<file path="config.mk">
export PLATFORM = sky130hd
export DESIGN_NAME = rrx_exec
export DESIGN_NICKNAME = d
export VERILOG_FILES = /design/src/rrx_rotl.v /design/src/rrx_stack_pop.v /design/src/rrx_exec.v
export VERILOG_INCLUDE_DIRS = /design/src /design/src/include
export SDC_FILE = /design/constraint.sdc
export NUM_CORES = 1
export LEC_CHECK = 0
export ABC_AREA = 0
export CAP_MARGIN = 20
export CORE_ASPECT_RATIO = 0.5
export CORE_MARGIN = 5
export CORE_UTILIZATION = 55
export DETAILED_ROUTE_END_ITERATION = 10
export DONT_BUFFER_PORTS = 1
export PLACE_DENSITY = 0.79
export SYNTH_ARGS = -nofsm -noshare
export SYNTH_HDL_FRONTEND = slang
export SYNTH_SLANG_ARGS = --single-unit
</file>
<file path="constraint.sdc">
create_clock -name clk_sys -period 6 [get_ports clk_sys]
set_clock_uncertainty 0.05 [all_clocks]
set_input_delay 0.3 -clock clk_sys [delete_from_list [all_inputs] [get_ports clk_sys]]
set_output_delay 0.3 -clock clk_sys [all_outputs]
set_load 0.01 [all_outputs]
</file>
<file path="src/include/rrx_regs.vh">
// Purpose: Constants for the repeat, return and rotate execution block.
// Assumes: 16-bit datapath, 16-bit flags word in the usual bit order.
// Notes: Flag positions, step sizes, reset word and primitive codes only; the block has no registers of its own.
`ifndef RRX_REGS_VH
`define RRX_REGS_VH
`define RRX_FLAG_CF 0
`define RRX_FLAG_ZF 6
`define RRX_FLAG_OF 11
`define RRX_POP_STEP 16'h0002
`define RRX_CNT_STEP 16'h0001
`define RRX_RST_WORD 16'h0000
`define RRX_PRIM_MOVE 2'h0
`define RRX_PRIM_STORE 2'h1
`define RRX_PRIM_CMP 2'h2
`define RRX_PRIM_SCAN 2'h3
`endif

</file>
<file path="src/rrx_rotl.v">
// Purpose: Rotate-left datapath, one step per count, byte or word.
// Assumes: Caller holds inputs stable; the output follows them combinationally, there is no step input.
// Notes: Carry and the result high bit are the only flag inputs produced; overflow is formed by the caller.
`timescale 1ns/1ns
`include "rrx_regs.vh"
module rrx_rotl (
   // Operand
   input wire [15:0] data_in,
   input wire word_sel,
   // Result
   output wire [15:0] data_out,
   output wire carry_out,
   output wire high_bit
);
   wire msb;
   assign msb = word_sel ? data_in[15] : data_in[7];
   // Outgoing high bit re-enters at the low end; see RL9
   assign data_out = word_sel ? {data_in[14:0], data_in[15]} : {8'h00, data_in[6:0], data_in[7]};
   assign carry_out = msb;
   assign high_bit = word_sel ? data_out[15] : data_out[7];
endmodule

</file>
<file path="src/rrx_stack_pop.v">
// Purpose: Stack pointer arithmetic for the return sequence.
// Assumes: Pop value is already zero-extended by rrx_exec from the 8-bit ret_pop_value.
// Notes: Pure combinational adders.
`timescale 1ns/1ns
`include "rrx_regs.vh"
module rrx_stack_pop (
   // Inputs
   input wire [15:0] sp_in,
   input wire [15:0] pop_value,
   // Outputs
   output wire [15:0] sp_popped,
   output wire [15:0] sp_adjusted
);
   assign sp_popped = sp_in + `RRX_POP_STEP;
   assign sp_adjusted = sp_in + pop_value;
endmodule

</file>
<file path="src/rrx_exec.v">
// Purpose: Executes repeated string prefixes, procedure returns and rotate-left.
// Assumes: Primitive engine, interrupt logic and stack memory reply on the same clock.
// Notes: Flags pass through untouched except carry and overflow on rotate-left and primitive results on repeat.
// Notes on behaviour
// RL1 - A plain repeat before move or store string keeps repeating while the count register is nonzero.
// RL2 - Repeat-while-equal shares the plain repeat byte and with compare or scan continues only if zero flag is set.
// RL3 - Repeat-while-not-equal has its own byte and with compare or scan stops unless zero flag is clear.
// RL4 - The zero flag before the first iteration is never looked at; only each primitive's result counts.
// RL5 - Each iteration services a pending interrupt, runs the primitive once, decrements count, then tests.
// RL6 - A return loads the instruction pointer from the stack top word and adds two to the stack pointer.
// RL7 - A far return then loads the code segment from the new top word and adds two again; near pops once.
// RL8 - A return with a pop value adds that value to the stack pointer after the address pops.
// RL9 - Rotate-left moves the operand left once per count step, high bit into carry and into bit zero.
// RL10 - With count one overflow is set when result high bit differs from carry, else cleared.
// RL11 - Rotate-left changes only carry and overflow.
// RL12 - Repeat prefixes and return leave every flag unchanged apart from primitive results.
`timescale 1ns/1ns
`include "rrx_regs.vh"
module rrx_exec (
   // Clock and reset
   input wire clk_sys,
   input wire srst,
   // Command
   input wire start_rep,
   input wire rep_while_zero,
   input wire [1:0] prim_kind,
   input wire start_ret,
   input wire ret_far,
   input wire ret_has_pop,
   input wire [7:0] ret_pop_value,
   input wire start_rotl,
   input wire rotl_word,
   input wire [7:0] rotl_count,
   input wire [15:0] rotl_operand,
   output wire busy,
   output reg done_q,
   // Architectural state in
   input wire [15:0] count_in,
   input wire [15:0] sp_in,
   input wire [15:0] flags_in,
   // Interrupt service handshake
   input wire irq_pending,
   output wire irq_service_req,
   input wire irq_service_done,
   // Primitive engine handshake
   output wire prim_req,
   input wire prim_done,
   input wire [15:0] prim_flags,
   // Stack read handshake
   output wire stack_rd_req,
   output reg [15:0] stack_addr_q,
   input wire stack_rd_done,
   input wire [15:0] stack_rd_data,
   // Results
   output reg [15:0] count_out_q,
   output reg [15:0] sp_out_q,
   output reg [15:0] ip_out_q,
   output reg [15:0] cs_out_q,
   output reg cs_load_q,
   output reg [15:0] flags_out_q,
   output reg [15:0] rotl_result_q
);
   // ------------------------------------------------------------
   // Sequencer states, one-hot.
   // ------------------------------------------------------------
   localparam [8:0] ST_IDLE = 9'h001;
   localparam [8:0] ST_REP_TEST = 9'h002;
   localparam [8:0] ST_REP_IRQ = 9'h004;
   localparam [8:0] ST_REP_PRIM = 9'h008;
   localparam [8:0] ST_RET_IP = 9'h010;
   localparam [8:0] ST_RET_CS = 9'h020;
   localparam [8:0] ST_RET_ADJ = 9'h040;
   localparam [8:0] ST_ROTL = 9'h080;
   localparam [8:0] ST_DONE = 9'h100;

   // ------------------------------------------------------------
   // Captured command and working state.
   // ------------------------------------------------------------
   // Operands are captured at the start, so the caller need not hold them.
   reg [8:0] state_q;
   reg rep_zero_q;
   reg rep_cmp_q;
   reg ret_far_q;
   reg ret_pop_q;
   reg [15:0] pop_q;
   reg word_q;
   reg [7:0] steps_q;
   reg one_step_q;
   wire [15:0] rot_next;
   wire rot_carry;
   wire rot_high;
   wire [15:0] sp_popped;
   wire [15:0] sp_adjusted;

   // ------------------------------------------------------------
   // Continuation test on a primitive's posted zero flag.
   // ------------------------------------------------------------
   // Move and store never look at the zero flag; only compare and scan do.
   function cont_ok;
      input cmp_kind;
      input want_zero;
      input zf;
      begin
         if (!cmp_kind) begin
            cont_ok = 1'b1;
         end else if (want_zero) begin
            cont_ok = zf;
         end else begin
            cont_ok = ~zf;
         end
      end
   endfunction

   // ------------------------------------------------------------
   // Helpers
   // ------------------------------------------------------------
   // The rotator works on the held result, so each step feeds the next.
   rrx_rotl u_rotl (
      .data_in(rotl_result_q),
      .word_sel(word_q),
      .data_out(rot_next),
      .carry_out(rot_carry),
      .high_bit(rot_high)
   );

   // ------------------------------------------------------------
   // Stack pointer adders.
   // ------------------------------------------------------------
   rrx_stack_pop u_pop (
      .sp_in(sp_out_q),
      .pop_value(pop_q),
      .sp_popped(sp_popped),
      .sp_adjusted(sp_adjusted)
   );

   // ------------------------------------------------------------
   // Flags word after one rotate step.
   // ------------------------------------------------------------
   reg [15:0] rot_flags_d;
   always @* begin
      rot_flags_d = flags_out_q;
      // Outgoing high bit lands in carry; see RL9
      rot_flags_d[`RRX_FLAG_CF] = rot_carry;
      // Overflow defined only for a single step; see RL10
      if (one_step_q) begin
         rot_flags_d[`RRX_FLAG_OF] = rot_high ^ rot_carry;
      end
   end

   // ------------------------------------------------------------
   // Loop continuation after a primitive.
   // ------------------------------------------------------------
   wire rep_go_on;
   assign rep_go_on = cont_ok(rep_cmp_q, rep_zero_q, prim_flags[`RRX_FLAG_ZF]);

   // ------------------------------------------------------------
   // Request and status outputs.
   // ------------------------------------------------------------
   // Requests are decoded from the state, so each drops in the cycle after its answer; on a far return the stack read stays high into the code segment read.
   // Busy is already low in the done cycle, so the next start may come beside done.
   assign busy = (state_q != ST_IDLE);
   assign irq_service_req = (state_q == ST_REP_IRQ);
   assign prim_req = (state_q == ST_REP_PRIM);
   assign stack_rd_req = (state_q == ST_RET_IP) || (state_q == ST_RET_CS);

   // ------------------------------------------------------------
   // Sequencer
   // ------------------------------------------------------------
   always @(posedge clk_sys) begin
      if (srst) begin
         state_q <= ST_IDLE;
         rep_zero_q <= 1'b0;
         rep_cmp_q <= 1'b0;
         ret_far_q <= 1'b0;
         ret_pop_q <= 1'b0;
         pop_q <= `RRX_RST_WORD;
         word_q <= 1'b0;
         steps_q <= 8'h00;
         one_step_q <= 1'b0;
         done_q <= 1'b0;
         stack_addr_q <= `RRX_RST_WORD;
         count_out_q <= `RRX_RST_WORD;
         sp_out_q <= `RRX_RST_WORD;
         ip_out_q <= `RRX_RST_WORD;
         cs_out_q <= `RRX_RST_WORD;
         cs_load_q <= 1'b0;
         flags_out_q <= `RRX_RST_WORD;
         rotl_result_q <= `RRX_RST_WORD;
      end else begin
         done_q <= 1'b0;
         case (state_q)
            ST_IDLE: begin
               // Starts are looked at only here, so one that comes while busy is dropped.
               if (start_rep) begin
                  // Zero flag is only judged after a primitive posts it; see RL4
                  rep_zero_q <= rep_while_zero;
                  rep_cmp_q <= prim_kind[1];
                  count_out_q <= count_in;
                  flags_out_q <= flags_in;
                  state_q <= ST_REP_TEST;
               end else if (start_ret) begin
                  ret_far_q <= ret_far;
                  ret_pop_q <= ret_has_pop;
                  pop_q <= {8'h00, ret_pop_value};
                  sp_out_q <= sp_in;
                  stack_addr_q <= sp_in;
                  cs_load_q <= 1'b0;
                  // Return never alters flags; see RL12
                  flags_out_q <= flags_in;
                  state_q <= ST_RET_IP;
               end else if (start_rotl) begin
                  word_q <= rotl_word;
                  steps_q <= rotl_count;
                  one_step_q <= (rotl_count == 8'h01);
                  rotl_result_q <= rotl_word ? rotl_operand : {8'h00, rotl_operand[7:0]};
                  // Everything except carry and overflow is carried over; see RL11
                  flags_out_q <= flags_in;
                  state_q <= ST_ROTL;
               end
            end
            ST_REP_TEST: begin
               // Loop while the count is nonzero; see RL1
               if (count_out_q == `RRX_RST_WORD) begin
                  state_q <= ST_DONE;
               end else if (irq_pending) begin
                  // The interrupt is looked at once per iteration, after the count test.
                  // Pending interrupt is serviced before the primitive; see RL5
                  state_q <= ST_REP_IRQ;
               end else begin
                  state_q <= ST_REP_PRIM;
               end
            end
            ST_REP_IRQ: begin
               if (irq_service_done) begin
                  state_q <= ST_REP_PRIM;
               end
            end
            ST_REP_PRIM: begin
               if (prim_done) begin
                  // Only the primitive may change flags; see RL12
                  flags_out_q <= prim_flags;
                  // Decrement before the loop test; see RL5
                  count_out_q <= count_out_q - `RRX_CNT_STEP;
                  // Equal form needs zero set, not-equal form needs it clear; see RL2 RL3
                  if (rep_go_on) begin
                     state_q <= ST_REP_TEST;
                  end else begin
                     state_q <= ST_DONE;
                  end
               end
            end
            ST_RET_IP: begin
               if (stack_rd_done) begin
                  // Pop the instruction pointer and step the stack; see RL6
                  ip_out_q <= stack_rd_data;
                  sp_out_q <= sp_popped;
                  // The code segment word sits at the stepped pointer.
                  stack_addr_q <= sp_popped;
                  if (ret_far_q) begin
                     state_q <= ST_RET_CS;
                  end else begin
                     state_q <= ST_RET_ADJ;
                  end
               end
            end
            ST_RET_CS: begin
               if (stack_rd_done) begin
                  // Far return pops the code segment too; see RL7
                  cs_out_q <= stack_rd_data;
                  cs_load_q <= 1'b1;
                  sp_out_q <= sp_popped;
                  state_q <= ST_RET_ADJ;
               end
            end
            ST_RET_ADJ: begin
               // Pop value applies after the address pops; see RL8
               if (ret_pop_q) begin
                  sp_out_q <= sp_adjusted;
               end
               state_q <= ST_DONE;
            end
            ST_ROTL: begin
               // A zero count goes straight to done and leaves every flag as it was.
               if (steps_q == 8'h00) begin
                  state_q <= ST_DONE;
               end else begin
                  // One rotate step per count; see RL9
                  rotl_result_q <= rot_next;
                  flags_out_q <= rot_flags_d;
                  steps_q <= steps_q - 8'h01;
               end
            end
            ST_DONE: begin
               // Done is a single pulse; the results stand until the next start.
               done_q <= 1'b1;
               state_q <= ST_IDLE;
            end
            default: begin
               state_q <= ST_IDLE;
            end
         endcase
      end
   end
endmodule

</file>
==> results of run 1 <==
## metrics by stage
stage	power (mW)	worst slack [ns]	hold WS, ns
after floorplan	1.62	3.67	0.386
after global placement	1.70	2.60	0.330
after detailed placement	1.73	2.42	0.331
after CTS	2.84	2.41	0.000234
after global routing	2.98	2.59	0.00580
final	2.86	2.78	0.00473
## final cells by class
type | instances | area [um^2] | share of cell area
Clock buffer | 17 | 425 | 0.0480
Timing Repair Buffer | 58 | 611 | 0.0689
Multi-Input combinational cell | 779 | 4480 | 0.505
Inverter | 12 | 45.0 | 0.00508
Tap cell | 192 | 240 | 0.0271
Sequential cell | 145 | 2900 | 0.327
Clock inverter | 15 | 165 | 0.0186
## synthesized netlist by cell type, types with 5 or more instances
library cell    n  area, um^2
a211oi_1       19         143
a21o_1          7        52.6
a21oi_1        97         485
a221oi_1        6        52.6
a22oi_1        12        90.1
a311oi_1       32         280
and3_1          7        43.8
buf_2          18        90.1
clkbuf_1       53         199
dfxtp_1       145        2900
ha_1           12         150
inv_1          10        37.5
mux2i_1        15         150
nand2_1       177         664
nand2b_1       12        75.1
nand3_1        47         235
nand4_1         7        43.8
nor2_1        123         462
nor2b_1         9        56.3
nor3_1         22         110
nor4_1          7        43.8
o21a_1          5        37.5
o21ai_0        41         205
o2bb2ai_1       5        43.8
o31ai_1         5        37.5
or3_1          10        62.6
or4_1           5        37.5
xnor2_1        13         114
xor2_1          9        78.8
## placed cells by master, fill, tap and decap left out, drive strengths merged, types with 11 or more instances in the layout
cell type    instances
mux2i               15
dlygate4sd3         51
nor4                11
nor2               123
xnor2               13
a211oi              21
nand3               47
inv                 21
ha                  12
nand2b              12
clkbuf              17
nor3                23
or3                 11
a21oi               97
nand2              177
dfxtp              145
a311oi              32
o21ai               43
a22oi               12
## flip-flops by register name (all words and copies together), names as in the netlist, 8 cells and up
signal and cells:
steps_q 8, flags_out_q 16, state_q 9, cs_out_q 16
stack_addr_q 16, count_out_q 16, sp_out_q 16, pop_q 8
rotl_result_q 16, ip_out_q 16
## timing repair
item | CTS | global route
hold buffers | 51 | 1
hold endpoints to repair | 136 | 1
setup endpoints to repair | 0 | 0
resized for setup | 0 | 0
## per-layer routing
layer	GRT usage	routed length, um	up-vias
li1	-	-	3637
met1	0.328	9630	3663
met2	0.456	11200	349
met3	0.0933	2530	57
met4	0.110	612	0
met5	0	0	-
## report_power, final
part | total [mW] | switching [mW] | internal, mW
sequential | 1.22 | 0.157 | 1.06
combinational | 0.566 | 0.336 | 0.230
clock | 1.07 | 0.479 | 0.595
total | 2.86 | 0.973 | 1.88
## logic make-up after synthesis
logic type | after synthesis
fa+ha+maj | 13
compound gates | 268
xor+xnor | 22
buf+inv | 87
simple gates | 461
mux | 15
flops | 145
## worst min path at each step
stage,slack [ns],cells past startpoint,startpoint,endpoint
after floorplan,0.39,2,pop_q[0],pop_q[0]
after global placement,0.33,1,srst,pop_q[3]
after detailed placement,0.33,1,srst,pop_q[4]
after CTS,0.0002,2,flags_in[14],flags_out_q[14]
after global routing,0.006,2,rotl_operand[5],rotl_result_q[5]
final,0.005,2,flags_in[8],flags_out_q[8]
==> metrics, run 1 <==
WS Path Type reg -> reg; layout cells sized above 1 0.0575; Final min period 3.22 ns; Routed Antenna Nets 0; final period utilization 0.537; CTS tree built; Post-synth top flop dfxtp_1; Worst slew margin 0.324; FF-to-FF setup slack 2.78 ns; post-synthesis mux area share 0.0194; largest family of logic cells by synthesized area simple AND/OR/NAND/NOR gates; Synth Area in XOR/XNOR 0.0249; placed instance count 1,132; number of diodes 0; 1st-iter DRT viols 712; Avg WL per Cell 19.7 um; CP bufs+invs 1; fin cells 1,218; Cell variety after synth 77; CP cell instances nor4_4, and3_1, o21a_1, o21a_1, buf_16, nor2_1, a311oi_1; RR Endpoint rotl_result_q[4]; GRT Util Overall 0.274; Final Slew Violations 0; Crit Path Max Fanout 30; Net Count, Synth 1,151; worst r2r src state_q[0]; Setup violations, final 0; mean post-synth cell area 7.65 um^2; HPWL Detailed 15.8 mm; CTS Buffer Depth 2; fin area 8870 um^2; critical path depth in cells 7; routed vias/inst 6.33; async set-reset flop share out of synthesis 0; pin count of the biggest net entering global routing 137; # port buffers 0; delay-heaviest family, CP simple AND/OR/NAND/NOR gates; adder-cell share of the synthesized area 0.0220; die span in x 178 um; Post-Syn Area 7740 um^2; drt pass-1 iters 5; setup bufs post-CTS 0; pwr/cell area 322 nW/um^2; Initial Util 0.566; fill cell count 1,164; vias in the first global route 7,447; Num CTS Buffers 17; CTS sink cnt 145; CP Capture Type register; Net count, final 1,153; Worst-path clk slew 0.07 ns; Worst Setup SP state_q[0]; Area Overhead vs Synth 14.6%; Die ar. 16,700 um^2; FF-to-FF path depth 7; MaxCap Viol Count 0; status finished clean; worst-skew pair later-pin latency 0.41 ns; vias after detailed routing 7,706; gp weighted congestion 0.913; chip height 93.9 um; static leakage 3.20 nW; Clock Tree Root clkbuf_16; first-pass GRT wire length 37.4 mm; placed cell areas 7700 um^2; # rows 30; unrepaired setup endpoints after global routing false; Synth Area in Simple Gates 0.280; final count of hold timing violations 0; post-synthesis register bit count 145; Setup TNS 0 ns; Placeable Area 13,700 um^2; CP required 6.27 ns; CP max stage delay 0.76 ns; number of synthesized flops with an enable pin 0; Critical Path End rotl_result_q[4]; # DRC 0; Crit path top cell by count o21a_1; Peak VDD IR 0.215 mV; grt total ovfl 0; register area share after synthesis 0.375; final wirelength 24.0 mm; initial antenna violation count 0; actual slew at the worst max-slew pin 1.00 ns; final core utilization 0.649; Syn Inst Count 1,011; number of H-tree levels 4; Worst setup SP type register; post-synthesis compound-gate area fraction 0.231; Ports 245; Slowest-stage cell, CP and3_1; Worst Path Arrival 3.49 ns; Worst Hold Class in -> reg; Fmax achieved 0.311 GHz; YS warnings 0
Note: power is estimated with default switching activity, not from simulation.
==> run 2: changes to the inputs <==
Clock period 6 ns to 3.3 ns, I/O delays scaled along.
==> run 2 against run 1 <==
- first-iteration DRC count shrank 13%
- worst hold slack improved by 0.0053 ns
- sequential cell count is the same
- die area is the same
==> metrics, run 2 (same netlist as run 1, synthesis figures left out) <==
status finished clean; CP max stage delay 0.60 ns (-0.16 ns); Worst Path Arrival 3.37 ns (-0.12 ns); static leakage 3.53 nW (+10%); final period utilization 0.925 (+0.389); Worst slew margin 0.377 (+0.0527); Slowest-stage cell, CP dlygate4sd3_1; Ports 245 (unchanged); FF-to-FF setup slack 0.25 ns (-2.53 ns); initial antenna violation count 1 (+1); first-pass GRT wire length 38.8 mm (+3.8%); Worst Setup SP state_q[6]; drt pass-1 iters 7 (+2); # rows 30 (unchanged); final count of hold timing violations 0 (unchanged); worst r2r src state_q[6]; GRT Util Overall 0.286 (+0.0115); HPWL Detailed 16.0 mm (+1.3%); hold buffer count at CTS 111 (+120%); Initial Util 0.566 (unchanged); # DRC 0 (unchanged); Final min period 3.05 ns (-0.166 ns); number of H-tree levels 4 (unchanged); unrepaired setup endpoints after global routing false; Num CTS Buffers 17 (unchanged); pin count of the biggest net entering global routing 146 (+6.6%); # port buffers 0 (unchanged); post-cts sizing count 0 (unchanged); setup bufs post-CTS 0 (unchanged); CP Capture Type register; Final Slew Violations 0 (unchanged); grt total ovfl 0 (unchanged); pwr/cell area 559 nW/um^2 (+74%); vias in the first global route 7,622 (+2.3%); leading cell types in the layout, fill and taps excluded 177 x nand2_1, 145 x dfxtp_1, 123 x nor2_1; Routed Antenna Nets 0 (unchanged); RR Endpoint flags_out_q[13]; die span in x 178 um (unchanged); worst-skew pair later-pin latency 0.42 ns (about the same); fin cells 1,294 (+6.2%); placed instance count 1,149 (+1.5%); vias after detailed routing 8,037 (+4.3%); Setup violations, final 0 (unchanged); Peak VDD IR 0.347 mV (+61%); 1st-iter DRT viols 618 (-13%); routed vias/inst 6.21 (-1.8%); Critical Path End flags_out_q[13]; Placeable Area 13,700 um^2 (unchanged); Clock Tree Root clkbuf_16; CP cell instances nor3_1, nand4_1, clkinv_1, buf_4, nand2_1, a311oi_1, dlygate4sd3_1; FF-to-FF path depth 7 (unchanged); final wirelength 24.9 mm (+3.7%); MaxCap Viol Count 0 (unchanged); commonest non-fill, non-tap cell in the layout nand2_1; Worst setup SP type register; actual slew at the worst max-slew pin 0.929 ns (-0.0761 ns); Fmax achieved 0.328 GHz (+5.4%); Worst Hold Class in -> reg; Net count, final 1,228 (+6.5%); chip height 93.9 um (unchanged); CTS sink cnt 145 (unchanged); CTS Buffer Depth 2 (unchanged); Die ar. 16,700 um^2 (unchanged); gp weighted congestion 0.906 (-0.73%); CP required 3.61 ns (-2.66 ns); WS Path Type reg -> reg; Area Overhead vs Synth 23.5%; Setup TNS 0 ns (unchanged); layout cells sized above 1 0.0672 (+0.00971); CTS tree built; Crit Path Max Fanout 34 (+13%); Worst-path clk slew 0.07 ns (about the same); Avg WL per Cell 19.2 um (-2.4%)
run 2: cell count changes in the layout (fill, tap and decap cells not counted), sizes merged:
cell,change
diode,+1
dlygate4sd3,+59
clkinvlp,+1
bufinv,+1
inv,-2
buf,+16
clkbuf,+1
clkinv,-1
run 2: how the worst min path moves through the flow:
stage	start	cells after the start	slack, ns	end
2_1_floorplan	stack_rd_data[0]	2	0.25	cs_out_q[0]
3_3_place_gp	srst	1	0.19	pop_q[6]
3_5_place_dp	srst	1	0.20	pop_q[6]
5_1_grt	count_in[9]	3	0.02	count_out_q[9]
4_1_cts	rotl_operand[0]	3	0.001	rotl_result_q[0]
6_report	sp_in[7]	3	0.01	stack_addr_q[7]
run 2: routing by layer:
metal | vias up | track usage | routed length [um]
met2 | 433 | 0.479 | 11800
met4 | 2 | 0.0977 | 549
met3 | 56 | 0.0909 | 2600
li1 | 3778 | - | -
met5 | - | 0 | 7
met1 | 3768 | 0.349 | 9930
run 2: through the flow:
stage | instance area (um^2) | setup slack (ns) | total power, mW | util | hold WS [ns]
final | 9560 | 0.247 | 5.35 | 0.700 | 0.0100
after global routing | 9560 | 0.0603 | 5.60 | 0.699 | 0.0189
after CTS | 9550 | 0.404 | 5.32 | 0.699 | 0.00146
after detailed placement | 7820 | 0.609 | 3.17 | 0.573 | 0.198
after global placement | 7820 | 0.701 | 3.13 | 0.573 | 0.193
after floorplan | 7740 | 0.970 | 2.95 | - | 0.251
run 2: report_power, final:
| group | internal [mW] | switching (mW) | total, mW |
|---|---|---|---|
| logic | 0.509 | 0.659 | 1.17 |
| clock network | 1.14 | 0.842 | 1.98 |
| registers | 1.93 | 0.269 | 2.19 |
| total | 3.58 | 1.77 | 5.35 |
run 2: critical path, delay by kind of cell (launching register included):
kind                   cells  cell delay, ns
AO/OA/AOI/OAI              1            0.36
AND/OR/NAND/NOR            3            1.06
buffers and inverters      3            1.10
flip-flops                 1            0.41
run 2: area by class of cell:
class,count,area [um^2]
clock inverters,14,168
repair buffers,133,1290
clock buffers,18,429
inverters,12,45.0
fillers,1110,4100
multi-input cells,779,4480
flip-flops and latches,145,2900
well taps,192,240
diodes,1,2.50
